<file path="src/include/dpmp_pkg.sv">
// constants, codes and carrier structs for the loop mode and input pre-divider block
// assumes one 250 MHz system clock and a plain strobe register port
package dpmp_pkg;
  localparam int NUM_IN    = 6;
  localparam int NUM_HF_IN = 4;
  // register map, byte addresses
  localparam logic [7:0] OFS_CTRL    = 8'h00;
  localparam logic [7:0] OFS_SLOPE   = 8'h04;
  localparam logic [7:0] OFS_FLIMIT  = 8'h08;
  localparam logic [7:0] OFS_STATUS  = 8'h0C;
  localparam logic [7:0] OFS_PHASE   = 8'h10;
  localparam logic [7:0] OFS_IN_BASE = 8'h20;
  localparam logic [7:0] IN_STRIDE   = 8'h10;
  localparam logic [7:0] IN_CFG      = 8'h00;
  localparam logic [7:0] IN_INTEGER_DIVIDER_LO  = 8'h04;
  localparam logic [7:0] IN_INTEGER_DIVIDER_HI  = 8'h08;
  localparam logic [7:0] IN_FRAC     = 8'h0C;
  // control field positions
  localparam int CTRL_HS_EN     = 0;
  localparam int CTRL_FREEZE    = 1;
  localparam int CTRL_SLOPE_LSB = 2;
  localparam int CTRL_MODE_LSB  = 5;
  localparam int CTRL_PDN       = 8;
  localparam int CTRL_AVG       = 9;
  localparam int CTRL_SYNC_LSB  = 10;
  localparam logic [11:0] CTRL_RESET = 12'h11C;
  // input config field positions
  localparam int CFG_FREQ_LSB = 0;
  localparam int CFG_HF_LSB   = 4;
  localparam int CFG_DIRECT   = 6;
  localparam int CFG_LOCK8K   = 7;
  localparam int CFG_LINE_STD = 8;
  localparam logic [15:0] FRAC_RESET = 16'h0001;
  // slope selector codes and steps in ps per slope tick (1 ms)
  localparam logic [2:0] SLOPE_UNLIM = 3'h3;
  localparam logic [2:0] SLOPE_PROG  = 3'h7;
  localparam logic [2:0] SLOPE_RESET = 3'h7;
  localparam logic [31:0] STEP_61US  = 32'd61000;
  localparam logic [31:0] STEP_885NS = 32'd885;
  localparam logic [31:0] STEP_7U5   = 32'd7500;
  localparam logic [31:0] STEP_1NS   = 32'd1;
  localparam logic [31:0] STEP_5NS   = 32'd5;
  localparam logic [31:0] STEP_10NS  = 32'd10;
  // programmable full scale: 1484.3614 us/s in tenths of ps per ms
  localparam logic [31:0] PROG_FULL_SCALE_DPS = 32'd14843614;
  localparam int PROG_SCALE_SHIFT = 24;
  localparam logic [31:0] DPS_PER_PS = 32'd10;
  // secondary mode codes
  localparam logic [2:0] MODE_AUTO = 3'h0;
  localparam logic [2:0] MODE_FREE = 3'h1;
  localparam logic [2:0] MODE_HOLD = 3'h2;
  localparam logic [2:0] MODE_LOCK = 3'h4;
  // high-frequency divider codes and terminal counts
  localparam logic [1:0] HF_DIV4     = 2'h1;
  localparam logic [1:0] HF_DIV5     = 2'h2;
  localparam logic [2:0] HF_DIV4_END = 3'h3;
  localparam logic [2:0] HF_DIV5_END = 3'h4;
  // timing
  localparam int CLK_MHZ       = 250;
  localparam int CLK_PERIOD_PS = 1000000 / CLK_MHZ;
  localparam int SLOPE_TICK_US = 1000;
  localparam int SLOPE_TICK_CYCLES = SLOPE_TICK_US * CLK_MHZ;
  // 1.5 mHz averaging at one update per ms: alpha about 2^-17
  localparam int HOLD_AVG_SHIFT = 17;
  localparam int AVG_FRAC = 16;
  localparam logic [31:0] FLIMIT_RESET = 32'h7FFF_FFFF;

  typedef enum logic [1:0] {
    SEC_FREE = 2'b00,
    SEC_LOCK = 2'b01,
    SEC_HOLD = 2'b10
  } dpmp_sec_e;

  typedef struct packed {
    logic [15:0] num;
    logic [15:0] den;
    logic [14:0] integer_divider;
    logic [7:0]  integer_divider_lo;
    logic        line_std;
    logic        lock8k;
    logic        direct;
    logic [1:0]  hf;
    logic [3:0]  freq;
  } dpmp_incfg_s;

  typedef struct packed {
    logic [2:0]         sel_ref;
    logic               in_holdover;
    logic               in_freerun;
    logic               out_tick;
    logic signed [31:0] phase_req;
    logic signed [31:0] freq_req;
  } dpmp_prim_in_s;

  typedef struct packed {
    logic               ref_selected;
    logic               disqualified;
    logic               higher_prio;
    logic               forced_switch;
    logic signed [31:0] integral_freq;
  } dpmp_sec_in_s;

  typedef struct packed {
    logic [11:0]                   ctrl;
    logic [23:0]                   slope_val;
    logic [31:0]                   flimit;
    dpmp_incfg_s [NUM_IN-1:0]      incfg;
    logic [NUM_IN-1:0]             sync1;
    logic [NUM_IN-1:0]             sync2;
    logic [NUM_IN-1:0]             prev;
    logic [NUM_IN-1:0][2:0]        hf_cnt;
    logic [NUM_IN-1:0][14:0]       dn_cnt;
    logic [NUM_IN-1:0][16:0]       fr_acc;
    logic [NUM_IN-1:0]             div_tick;
    logic [31:0]                   time_cnt;
    logic [31:0]                   ref_time;
    logic [31:0]                   out_time;
    logic signed [31:0]            comp;
    logic [2:0]                    last_sel;
    logic                          last_hf;
    logic                          hs_event;
    logic [31:0]                   tick_cnt;
    logic                          ms_tick;
    logic signed [31:0]            phase_out;
    dpmp_sec_e                     sec_state;
    logic signed [31:0]            sec_inst;
    logic signed [47:0]            sec_avg;
    logic signed [31:0]            sec_hold;
    logic signed [31:0]            sec_freq;
    logic signed [31:0]            prim_freq;
    logic [31:0]                   rdata;
  } dpmp_state_s;

  // required loop input rate in Hz for a frequency code
  function automatic logic [31:0] freq_hz(input logic [3:0] code, input logic line_std);
    case (code)
      4'h0:    freq_hz = 32'd8000;
      4'h1:    freq_hz = line_std ? 32'd1544000 : 32'd2048000;
      4'h2:    freq_hz = 32'd6480000;
      4'h9:    freq_hz = 32'd2000;
      4'hA:    freq_hz = 32'd4000;
      4'hB:    freq_hz = 32'd1;
      4'hC:    freq_hz = 32'd6250000;
      default: freq_hz = 32'h0000_0000;
    endcase
  endfunction
endpackage

</file>
<file path="src/logic/dpmp_core.sv">
// loop mode control, hitless switching, slope and frequency limiting, input pre-dividers
// assumes reference pins asynchronous below sys_clk/2; loop signals share sys_clk
//
// Strobed register access and the placing of the registers were left to the implementer.
`timescale 1ns/10ps
`default_nettype none
module dpmp_core #(
  parameter int SLOPE_TICK_CYCLES = dpmp_pkg::SLOPE_TICK_CYCLES
) (
  input  wire logic                          sys_clk,
  input  wire logic                          sys_rst,
  input  wire logic [7:0]                    reg_addr,
  input  wire logic [31:0]                   reg_wdata,
  input  wire logic                          reg_wr,
  input  wire logic                          reg_rd,
  output logic [31:0]                        reg_rdata,
  input  wire logic [dpmp_pkg::NUM_IN-1:0]   ref_in,
  input  wire dpmp_pkg::dpmp_prim_in_s       primary,
  input  wire dpmp_pkg::dpmp_sec_in_s        secondary,
  output logic [dpmp_pkg::NUM_IN-1:0]        div_tick,
  output logic                               hitless_event,
  output logic signed [31:0]                 primary_phase_comp,
  output logic signed [31:0]                 primary_phase_out,
  output logic signed [31:0]                 primary_freq_out,
  output logic signed [31:0]                 secondary_freq_out,
  output logic [1:0]                         secondary_state,
  output logic                               secondary_enabled
);

  dpmp_pkg::dpmp_state_s s;
  dpmp_pkg::dpmp_state_s n;

  function automatic logic [7:0] in_addr(input int idx, input logic [7:0] sub);
    in_addr = dpmp_pkg::OFS_IN_BASE + 8'(idx * int'(dpmp_pkg::IN_STRIDE)) + sub;
  endfunction

  // hard frequency clamp, symmetric about zero
  function automatic logic signed [31:0] fclamp(input logic signed [31:0] x, input logic [31:0] lim);
    logic signed [31:0] l;
    l = $signed({1'b0, lim[30:0]});
    if (x > l)
      fclamp = l;
    else if (x < -l)
      fclamp = -l;
    else
      fclamp = x;
  endfunction

  function automatic logic [31:0] slope_step(input logic [2:0] sel, input logic [23:0] val);
    logic [55:0] p;
    p = 56'(val) * 56'(dpmp_pkg::PROG_FULL_SCALE_DPS);
    case (sel)
      3'h0:    slope_step = dpmp_pkg::STEP_61US;
      3'h1:    slope_step = dpmp_pkg::STEP_885NS;
      3'h2:    slope_step = dpmp_pkg::STEP_7U5;
      3'h4:    slope_step = dpmp_pkg::STEP_1NS;
      3'h5:    slope_step = dpmp_pkg::STEP_5NS;
      3'h6:    slope_step = dpmp_pkg::STEP_10NS;
      3'h7:    slope_step = 32'(p >> dpmp_pkg::PROG_SCALE_SHIFT) / dpmp_pkg::DPS_PER_PS;
      default: slope_step = 32'h0000_0000;
    endcase
  endfunction

  logic               edge_seen;
  logic               t1;
  logic               t2;
  logic               t3;
  logic [16:0]        facc;
  logic [2:0]         hf_end;
  logic               trig;
  logic               hold_free;
  logic signed [31:0] target;
  logic signed [31:0] diff;
  logic signed [31:0] step;
  logic [2:0]         slope_sel;
  logic [2:0]         mode_sel;
  logic signed [47:0] avg_in;

  always_comb begin
    n         = s;
    edge_seen = 1'b0;
    t1        = 1'b0;
    t2        = 1'b0;
    t3        = 1'b0;
    facc      = '0;
    hf_end    = '0;
    trig      = 1'b0;
    hold_free = primary.in_holdover | primary.in_freerun;
    target    = '0;
    diff      = '0;
    step      = '0;
    slope_sel = s.ctrl[dpmp_pkg::CTRL_SLOPE_LSB +: 3];
    mode_sel  = s.ctrl[dpmp_pkg::CTRL_MODE_LSB +: 3];
    avg_in    = '0;
    n.hs_event = 1'b0;
    n.ms_tick  = 1'b0;
    n.rdata    = '0;
    n.div_tick = '0;

    // pin synchronisers: second stage alone feeds logic
    n.sync1 = ref_in;
    n.sync2 = s.sync1;
    n.prev  = s.sync2;

    if (reg_wr) begin
      case (reg_addr)
        dpmp_pkg::OFS_CTRL:   n.ctrl = reg_wdata[11:0];
        dpmp_pkg::OFS_SLOPE:  n.slope_val = reg_wdata[23:0];
        dpmp_pkg::OFS_FLIMIT: n.flimit = reg_wdata;
        default: ;
      endcase
      for (int i = 0; i < dpmp_pkg::NUM_IN; i++) begin
        if (reg_addr == in_addr(i, dpmp_pkg::IN_CFG)) begin
          n.incfg[i].freq     = reg_wdata[dpmp_pkg::CFG_FREQ_LSB +: 4];
          n.incfg[i].hf       = (i < dpmp_pkg::NUM_HF_IN) ? reg_wdata[dpmp_pkg::CFG_HF_LSB +: 2] : 2'h0;
          n.incfg[i].direct   = reg_wdata[dpmp_pkg::CFG_DIRECT];
          n.incfg[i].lock8k   = reg_wdata[dpmp_pkg::CFG_LOCK8K];
          n.incfg[i].line_std = reg_wdata[dpmp_pkg::CFG_LINE_STD];
        end
        // low byte staged, committed by upper write
        if (reg_addr == in_addr(i, dpmp_pkg::IN_INTEGER_DIVIDER_LO))
          n.incfg[i].integer_divider_lo = reg_wdata[7:0];
        if (reg_addr == in_addr(i, dpmp_pkg::IN_INTEGER_DIVIDER_HI)) begin
          n.incfg[i].integer_divider = {reg_wdata[14:8], s.incfg[i].integer_divider_lo};
          n.dn_cnt[i]     = '0;
        end
        if (reg_addr == in_addr(i, dpmp_pkg::IN_FRAC)) begin
          n.incfg[i].num = reg_wdata[15:0];
          n.incfg[i].den = reg_wdata[31:16];
          n.fr_acc[i]    = '0;
        end
      end
    end

    if (reg_rd) begin
      case (reg_addr)
        dpmp_pkg::OFS_CTRL:   n.rdata = {20'h0_0000, s.ctrl};
        dpmp_pkg::OFS_SLOPE:  n.rdata = {8'h00, s.slope_val};
        dpmp_pkg::OFS_FLIMIT: n.rdata = s.flimit;
        dpmp_pkg::OFS_STATUS: n.rdata = {28'h000_0000, s.ctrl[dpmp_pkg::CTRL_FREEZE],
                                         ~s.ctrl[dpmp_pkg::CTRL_PDN], s.sec_state};
        dpmp_pkg::OFS_PHASE:  n.rdata = s.comp;
        default: ;
      endcase
      for (int i = 0; i < dpmp_pkg::NUM_IN; i++) begin
        if (reg_addr == in_addr(i, dpmp_pkg::IN_CFG))
          n.rdata = {23'h00_0000, s.incfg[i].line_std, s.incfg[i].lock8k, s.incfg[i].direct,
                     s.incfg[i].hf, s.incfg[i].freq};
        if (reg_addr == in_addr(i, dpmp_pkg::IN_INTEGER_DIVIDER_LO))
          n.rdata = {17'h0_0000, s.incfg[i].integer_divider};
        // required loop rate decoded per input
        if (reg_addr == in_addr(i, dpmp_pkg::IN_INTEGER_DIVIDER_HI))
          n.rdata = dpmp_pkg::freq_hz(s.incfg[i].freq, s.incfg[i].line_std);
        if (reg_addr == in_addr(i, dpmp_pkg::IN_FRAC))
          n.rdata = {s.incfg[i].den, s.incfg[i].num};
      end
    end

    // pre-divider chain per input
    for (int i = 0; i < dpmp_pkg::NUM_IN; i++) begin
      edge_seen = s.sync2[i] & ~s.prev[i];
      // divide by 4 or 5, else bypass
      hf_end = (s.incfg[i].hf == dpmp_pkg::HF_DIV5) ? dpmp_pkg::HF_DIV5_END : dpmp_pkg::HF_DIV4_END;
      if (s.incfg[i].hf == dpmp_pkg::HF_DIV4 || s.incfg[i].hf == dpmp_pkg::HF_DIV5) begin
        t1 = 1'b0;
        if (edge_seen) begin
          if (s.hf_cnt[i] >= hf_end) begin
            n.hf_cnt[i] = '0;
            t1 = 1'b1;
          end else
            n.hf_cnt[i] = s.hf_cnt[i] + 3'h1;
        end
      end else
        t1 = edge_seen;
      // factor + 1 edges per output pulse; bypass when both select bits clear
      t2 = t1;
      if (s.incfg[i].direct | s.incfg[i].lock8k) begin
        t2 = 1'b0;
        if (t1) begin
          if (n.dn_cnt[i] >= s.incfg[i].integer_divider) begin
            n.dn_cnt[i] = '0;
            t2 = 1'b1;
          end else
            n.dn_cnt[i] = n.dn_cnt[i] + 15'h0001;
        end
      end
      // rate scaled by den/num, i.e. divide by num/den
      t3 = t2;
      if (s.incfg[i].num != 16'h0000) begin
        t3 = 1'b0;
        if (t2) begin
          facc = n.fr_acc[i] + 17'(s.incfg[i].den);
          if (facc >= 17'(s.incfg[i].num)) begin
            facc = facc - 17'(s.incfg[i].num);
            t3 = 1'b1;
          end
          n.fr_acc[i] = facc;
        end
      end
      n.div_tick[i] = t3;
    end

    n.time_cnt = s.time_cnt + 32'h0000_0001;
    if (primary.sel_ref < 3'(dpmp_pkg::NUM_IN) && s.div_tick[primary.sel_ref])
      n.ref_time = s.time_cnt;
    if (primary.out_tick)
      n.out_time = s.time_cnt;

    n.last_sel = primary.sel_ref;
    n.last_hf  = hold_free;
    trig = s.last_sel != primary.sel_ref;
    trig = trig | (s.last_hf & ~hold_free);
    if (!s.ctrl[dpmp_pkg::CTRL_HS_EN])
      n.comp = '0;
    else if (trig && !s.ctrl[dpmp_pkg::CTRL_FREEZE]) begin
      n.hs_event = 1'b1;
      // inject measured offset, cancelling the step
      n.comp = 32'($signed(s.ref_time - s.out_time) * dpmp_pkg::CLK_PERIOD_PS);
    end

    if (s.tick_cnt >= 32'(SLOPE_TICK_CYCLES - 1)) begin
      n.tick_cnt = '0;
      n.ms_tick  = 1'b1;
    end else
      n.tick_cnt = s.tick_cnt + 32'h0000_0001;

    // slope limited tracking of compensated phase
    target = primary.phase_req - s.comp;
    diff   = target - s.phase_out;
    step   = $signed(slope_step(slope_sel, s.slope_val));
    if (slope_sel == dpmp_pkg::SLOPE_UNLIM)
      n.phase_out = target;
    else if (s.ms_tick) begin
      if (diff > step)
        n.phase_out = s.phase_out + step;
      else if (diff < -step)
        n.phase_out = s.phase_out - step;
      else
        n.phase_out = target;
    end

    n.prim_freq = fclamp(primary.freq_req, s.flimit);

    // secondary loop mode control
    if (s.ctrl[dpmp_pkg::CTRL_PDN])
      // held in free-run while powered down
      n.sec_state = dpmp_pkg::SEC_FREE;
    else begin
      case (mode_sel)
        dpmp_pkg::MODE_FREE: n.sec_state = dpmp_pkg::SEC_FREE;
        dpmp_pkg::MODE_HOLD: n.sec_state = dpmp_pkg::SEC_HOLD;
        dpmp_pkg::MODE_LOCK: n.sec_state = dpmp_pkg::SEC_LOCK;
        dpmp_pkg::MODE_AUTO: begin
          case (s.sec_state)
            dpmp_pkg::SEC_FREE: begin
              if (secondary.ref_selected)
                n.sec_state = dpmp_pkg::SEC_LOCK;
            end
            dpmp_pkg::SEC_LOCK: begin
              if (secondary.disqualified | secondary.higher_prio | secondary.forced_switch |
                  ~secondary.ref_selected)
                n.sec_state = dpmp_pkg::SEC_HOLD;
            end
            dpmp_pkg::SEC_HOLD: begin
              if (secondary.ref_selected)
                n.sec_state = dpmp_pkg::SEC_LOCK;
              else
                n.sec_state = dpmp_pkg::SEC_FREE;
            end
            default: n.sec_state = dpmp_pkg::SEC_FREE;
          endcase
        end
        default: n.sec_state = s.sec_state;
      endcase
    end

    // integral tracking and averaging while locked
    if (s.sec_state == dpmp_pkg::SEC_LOCK) begin
      n.sec_inst = secondary.integral_freq;
      avg_in = 48'(secondary.integral_freq) <<< dpmp_pkg::AVG_FRAC;
      if (s.ms_tick)
        n.sec_avg = s.sec_avg + ((avg_in - s.sec_avg) >>> dpmp_pkg::HOLD_AVG_SHIFT);
      if (n.sec_state == dpmp_pkg::SEC_HOLD) begin
        if (s.ctrl[dpmp_pkg::CTRL_AVG])
          n.sec_hold = 32'(s.sec_avg >>> dpmp_pkg::AVG_FRAC);
        else
          n.sec_hold = s.sec_inst;
      end
    end

    // locked tracks input, free-run adds no offset
    case (s.sec_state)
      dpmp_pkg::SEC_LOCK: n.sec_freq = fclamp(secondary.integral_freq, s.flimit);
      dpmp_pkg::SEC_HOLD: n.sec_freq = fclamp(s.sec_hold, s.flimit);
      default:            n.sec_freq = '0;
    endcase
  end

  always_ff @(posedge sys_clk) begin
    if (sys_rst) begin
      s           <= '0;
      s.ctrl      <= dpmp_pkg::CTRL_RESET;
      s.flimit    <= dpmp_pkg::FLIMIT_RESET;
      s.sec_state <= dpmp_pkg::SEC_FREE;
      for (int i = 0; i < dpmp_pkg::NUM_IN; i++) begin
        s.incfg[i].num <= dpmp_pkg::FRAC_RESET;
        s.incfg[i].den <= dpmp_pkg::FRAC_RESET;
      end
    end else
      s <= n;
  end

  // enable flag kept in its own flop so the output has no gate after it
  logic en_q;
  always_ff @(posedge sys_clk) begin
    if (sys_rst)
      en_q <= 1'b0;
    else
      en_q <= ~n.ctrl[dpmp_pkg::CTRL_PDN];
  end

  assign reg_rdata          = s.rdata;
  assign div_tick           = s.div_tick;
  assign hitless_event      = s.hs_event;
  assign primary_phase_comp = s.comp;
  assign primary_phase_out  = s.phase_out;
  assign primary_freq_out   = s.prim_freq;
  assign secondary_freq_out = s.sec_freq;
  assign secondary_state    = s.sec_state;
  assign secondary_enabled  = en_q;

endmodule
`default_nettype wire

</file>
<file path="config.mk">
export PLATFORM = sky130hd
export DESIGN_NAME = dpmp_core
export DESIGN_NICKNAME = d
export VERILOG_FILES = /design/src/include/dpmp_pkg.sv /design/src/logic/dpmp_core.sv
export SDC_FILE = /design/constraint.sdc
export NUM_CORES = 2
export LEC_CHECK = 0
export ABC_AREA = 1
export BUFFER_PORTS_ARGS = -buffer_cell sky130_fd_sc_hd__clkbuf_2
export CAP_MARGIN = 20
export CORE_AREA = 2 2 510 512
export CTS_BUF_LIST = sky130_fd_sc_hd__clkbuf_2
export CTS_CLUSTER_SIZE = 12
export DETAILED_ROUTE_END_ITERATION = 8
export DIE_AREA = 0 0 512 514
export PLACE_DENSITY = 0.46
export SLEW_MARGIN = 30
export SYNTH_ARGS = -nofsm -noshare
export SYNTH_HDL_FRONTEND = slang
export SYNTH_SLANG_ARGS = --single-unit
</file>
<file path="constraint.sdc">
create_clock -name sys_clk -period 20.7 [get_ports sys_clk]
set_input_delay 3.105 -clock sys_clk [delete_from_list [all_inputs] [get_ports sys_clk]]
set_output_delay 3.105 -clock sys_clk [all_outputs]
set_load 0.05 [all_outputs]
</file>
After elaboration in Yosys (flattened, before gate mapping) --
Index checks and enable logic that the tools add are counted.
Storage, ports and cells: output and inout bits 170, memories kept 0, bits in writable memories 0, input port bits 156, word-level logic and storage cells 528, latch bits 0, register bits 1080, ROM bits 0
Operators by class: multipliers 2, magnitude comparators 27, div/mod/pow operators 1, equality and inequality tests 86, add/sub/neg operators 33, shift-type cells 0, multiplexer cells 193, reductions and logical operators 61, bitwise operators 30
Operator list (count):
- $mux W32 | 41
- $pmux W23 S7 | 6
- $mux W15 | 30
- $mux W449 | 1
- $mux W17 | 24
- $pmux W32 S7 | 1
- $mux W192 | 1
- $pmux W32 S5 | 1
- $eq A8 B7 Y1 const B | 16
- $gt A32 B32 Y1 | 4
- $lt A32 B32 Y1 | 4
- $sub A32 B32 Y32 | 4
- $mux W20 | 6
- $add A17 B16 Y17 | 6
- $ge A17 B16 Y1 | 6
- $sub A17 B16 Y17 | 6
- $eq A4 B4 Y1 const B | 24
- $reduce_bool A16 Y1 | 6
- $add A15 B1 Y15 const B | 6
- $ge A15 B15 Y1 | 6
- $reduce_and A2 Y1 | 33
- $add A32 B1 Y32 const B | 2
- $eq A8 B6 Y1 const B | 8
- $pmux W32 S2 | 1
- other kinds (46) | 190

Logic depth before layout (Yosys ltp) --
word-level depth 26, mapped depth 153, depth with buffers taken out 153

Worst setup path after synthesis --
OpenSTA, ideal clock, no wires.
path type register to register, start register s[1061] (netlist bit), end register s (netlist bit primary_phase_out[30]), required time 20.609 ns, slack 5.463 ns, path buffers 0, setup time 0.091 ns, clock period less this slack 15.237 ns, stages on the path, launching flop included 134, data arrival time 15.146 ns, path through dfxtp_1 > inv_1 > fa_1 > inv_1 > ha_1 > inv_1 > fa_1 > inv_1 > fa_1 > fa_1 > fa_1 > inv_1 > fa_1 > inv_1 > ha_1 > nand2_1 > nor2_2 > inv_2 > [... 98 more ...] > inv_1 > nor2_1 > o21ai_0 > nand2_1 > nand2_1 > inv_1 > nor2_1 > o21ai_0 > nand2_1 > a21oi_1 > nand2_1 > nor2_1 > inv_1 > nor3_1 > nand2_1 > nand2_1 > nand2_1 > a311oi_1
On the way: word-level cells in the longest chain between the ends 9, elaborated cells on any way between the ends 12, classes of those cells add/sub (3); mul (1); div (1); order compare (2); mux (5)
RTL lines:
- start: declaration | RTL line dpmp_core.sv:30 | dpmp_pkg::dpmp_state_s s;
- start signal: assignment | RTL line dpmp_core.sv:310 | s <= n;
- $mul A24 B23 Y47 * | RTL line dpmp_core.sv:51 | p = 56'(val) * 56'(dpmp_pkg::PROG_FULL_SCALE_DPS);
- $div A24 B4 Y32 * | RTL line dpmp_core.sv:59 | 3'h7: slope_step = 32'(p >> dpmp_pkg::PROG_SCALE_SHIFT) / dpmp_pkg::DPS_PER_PS;
- $pmux W32 S7 * | RTL line dpmp_core.sv:52 | case (sel)
- $neg A32 Y32 | RTL line dpmp_core.sv:236 | else if (diff < -step)
- $lt A32 B32 Y1 | RTL line dpmp_core.sv:236
- $mux W32 | RTL line dpmp_core.sv:236
- $mux W32 * | RTL line dpmp_core.sv:234 | if (diff > step)
- $mux W32 * | RTL line dpmp_core.sv:233 | else if (s.ms_tick) begin
- $mux W32 * | RTL line dpmp_core.sv:231 | if (slope_sel == dpmp_pkg::SLOPE_UNLIM)
Every way passes the cells marked *; elsewhere a longest branch is shown, timed or not. The select of a mux whose other input is x is not followed. A chain may end at the register's enable or synchronous reset.

Worst setup path after layout --
Ends and elaborated chain as after synthesis.

==> metrics <==
PnR worst setup slack=3.00 ns; Avg Inst Size Synth=7.24 µm²; CTS Sinks=1065; CTS tree=done; largest net degree at the start of global routing=132; Routed WL per cell=22.7 µm; Yosys top cell by area=dfxtp_1; dominant cells by area after synthesis=dfxtp_1 24%, ha_1 15%, inv_1 8.4%; First-pass DRT Iterations=6; hold-critical path depth=2; Setup violations, final=0; Leak=47.5 nW; Routed Antenna Nets=0; Detailed Place HPWL=287000 µm; largest driver fanout on the critical path=8; Slew Viols, Final=0; Seq cells post-synth=1065; fin crit period=17.70 ns; Post-synth EDFFs=0; Slowest-stage cell, CP=fa_1; Worst-path clk slew=0.12 ns; via count=86000; Worst path top cell family by delay=simple AND/OR/NAND/NOR gates; layout cell share with drive strength beyond 1=8.90%; asr flop ratio synth=0%; post-synthesis sequential area ratio=23.8%; Worst R2R Path Depth=134; RePlAce Congestion=0.945; Layout fillers=27700; Max transition margin=27.0%; fmax=56.5 MHz; clk buf depth=4; initial antenna violation count=42; r2r setup slk=3.00 ns; GRT overflow=0; status=finished clean; switching power=5.71 mW; worst min-delay path class=register to register; vias in the first global route=81700; later-pin clock latency in the skew report=1.74 ns; chip height=514 µm; Die Area=263000 µm²; WP data arrival=19.30 ns; pin slew with the least headroom to its limit=1.09 ns; DP Cell Count=15700; internal power=5.64 mW; IO Pins=326; total power=11.3 mW; clock root buffer=clkbuf_2; Startpoint Class=register; Reg power frac=19.4%; post-synthesis mux area share=0.0112%; HP Start=n[634]$_SDFF_PP0_; Cell Pwr Density=117 nW/µm²; post-layout util=37.5%; filler-free cell count of the finished design=16200; CTS Hold Buffers Added=0; yosys warns=0; first-pass GRT wire length=539000 µm; row cnt=187; clock network power share=15.1%; cell count after synthesis=12400; top cell type's share of synthesized area=23.8%; Final Net Count=14100; Residual DRC=0; Critical path buffers and inverters=18; CTS buffer count=324; initial core utilization=34.7%; fin crit share=85.5%; pre-CTS setup slack=3.05 ns; crit path capture type=register; DR vias/cell=5.30; Worst EP required=22.29 ns; r2r startpoint=s[1061]$_SDFFE_PP0P_; Post-Synth XOR/XNOR Area=4.75%; combinational family with the most area after synthesis=adder cells; Max Cap Viol=0; core area=258000 µm²; DRT iter0 DRCs=7478; worst r2r dst=primary_phase_out[30]$_SDFFE_PP0P_; CP most frequent cell=nand2_1; Area Growth Syn to Fin=7.83%; IO buf count=320; Gate power share=65.6%; Synth cell types=74; post-synthesis compound-gate area fraction=20.7%; hold endpoint=n[628]$_SDFF_PP0_; sw frac=50.3%; Setup CP Type=register to register; RSZ-0062 raised after global routing=false; Final Hold Fails=0; Resized Gates After CTS=0; chip width=512 µm; critical path's largest stage delay=0.69 ns; H-tree depth=5; post-route setup TNS=0 ns; mapped cell area=89700 µm²; VDD IR max=0.000485 V; Setup Skew=0.238 ns; Synth Flop Type=dfxtp_1; simple-gate share of the synthesized area=16.6%; Setup Buffers After CTS=0; final WL=369000 µm; Tot GR Track Use=27.1%; adder-cell share of the synthesized area=22.4%
==> Yosys cell counts (22+ instances only) <==
cell type,instances
inv_1,1998
nand2_1,1714
a21oi_1,1432
o21ai_0,1128
dfxtp_1,1065
ha_1,1047
nor2_1,879
clkbuf_1,396
nand3_1,375
xor2_1,374
fa_1,347
o211ai_1,197
buf_4,168
nor3_1,157
xnor2_1,112
nand4_1,100
o21bai_1,94
a31oi_1,74
nor4_1,61
o22ai_1,61
nand2_2,58
inv_2,57
a211oi_1,53
o221ai_1,44
o2111ai_1,41
a221oi_1,27
o31ai_1,27
a21o_1,26
nor3b_1,23
clkinv_1,22
o21a_1,22
==> kinds of logic after synthesis <==
kind of cell    Yosys count
flops                  1065
buf+inv                2657
other cells               1
mux                       1
simple gates           3469
compound gates         3319
xor+xnor                486
fa+ha+maj              1394
==> worst max path at each step <==
stage	from	slack [ns]	cells after the start	to
final	s[1061]$_SDFFE_PP0P_	3.00	134	primary_phase_out[30]$_SDFFE_PP0P_
after global routing	s[1061]$_SDFFE_PP0P_	1.12	130	primary_phase_out[30]$_SDFFE_PP0P_
after global placement	s[1061]$_SDFFE_PP0P_	3.48	129	primary_phase_out[30]$_SDFFE_PP0P_
after CTS	s[1061]$_SDFFE_PP0P_	3.08	134	primary_phase_out[30]$_SDFFE_PP0P_
after floorplan	s[1061]$_SDFFE_PP0P_	5.46	133	primary_phase_out[30]$_SDFFE_PP0P_
after detailed placement	s[1061]$_SDFFE_PP0P_	3.05	134	primary_phase_out[30]$_SDFFE_PP0P_
==> placed cells by master, fill, tap and decap left out, types with 16 or more instances in the layout <==
master | synthesis | routed
inv_1 | 1998 | 1997
o22ai_1 | 61 | 61
nor2_1 | 879 | 866
clkbuf_2 | 0 | 773
nor4_1 | 61 | 61
a21o_1 | 26 | 26
o21a_1 | 22 | 22
nand3_1 | 375 | 375
xnor2_1 | 112 | 112
clkinv_1 | 22 | 94
buf_4 | 168 | 111
nand2_2 | 58 | 61
nor3b_1 | 23 | 23
nand2_4 | 19 | 19
o2111ai_1 | 41 | 41
a31oi_1 | 74 | 74
diode_2 | 0 | 20
a211oi_1 | 53 | 53
nand4_1 | 100 | 100
dfxtp_1 | 1065 | 1064
nor2_2 | 8 | 18
conb_1 | 1 | 19
a221oi_1 | 27 | 27
nand2_1 | 1714 | 1711
or2_2 | 19 | 19
o21bai_1 | 94 | 94
xor2_1 | 374 | 373
a21oi_1 | 1432 | 1431
ha_1 | 1047 | 1046
inv_2 | 57 | 63
o211ai_1 | 197 | 197
nand3_2 | 16 | 16
nor3_1 | 157 | 157
o221ai_1 | 44 | 44
fa_1 | 347 | 347
o21ai_0 | 1128 | 1127
o31ai_1 | 27 | 27
==> power groups by stage <==
stage	Combinational (mW)	Clock [mW]	Sequential [mW]
4_1_cts	7.52	1.78	2.20
6_report	7.44	1.71	2.20
5_1_grt	8.47	1.88	2.20
2_1_floorplan	5.76	0	2.20
3_3_place_gp	7.43	0	2.24
3_5_place_dp	7.47	0	2.24
==> per-layer routing <==
layer / global-route usage, % / wire, µm / up-vias
li1: - / - / 41700
met1: 38.1 / 172000 / 41100
met2: 41.8 / 160000 / 2734
met3: 3.92 / 23900 / 570
met4: 10.0 / 13500 / 26
met5: 0 / 165 / -
==> registers in the layout, summed over array words and instances (netlist names) <==
signal	flops
primary_phase_comp	27
reg_rdata	32
s	885
primary_phase_out	32
mode_sel	3
div_tick	6
primary_freq_out	32
n	12
secondary_state	2
secondary_enabled	1
hitless_event	1
secondary_freq_out	32
==> metrics by stage <==
| stage | area (µm²) | hold WS, ns |
|---|---|---|
| floorplan | 89700 | 0.388 |
| global placement | 93700 | 0.395 |
| detailed placement | 93800 | 0.397 |
| CTS | 96600 | 0.405 |
| global route | 96700 | 0.425 |
| finish | 96700 | 0.403 |
==> worst min-delay path: cells and delay by family, from the launching register on <==
family,cells,cell delay [ns]
flops,1,0.31
simple gates,1,0.03
buf+inv,1,0.04
==> layout make-up <==
class / count / area, µm² / share of cell area (%)
Sequential cell: 1065 / 21300 / 22.0
Clock inverter: 104 / 589 / 0.609
Clock buffer: 456 / 2280 / 2.36
Inverter: 2078 / 7810 / 8.08
Tap cell: 3402 / 4260 / 4.40
Antenna cell: 20 / 50.0 / 0.0518
Timing Repair Buffer: 434 / 2490 / 2.58
Multi-Input combinational cell: 8688 / 57900 / 59.9
Note: power is estimated with default switching activity, not from simulation.
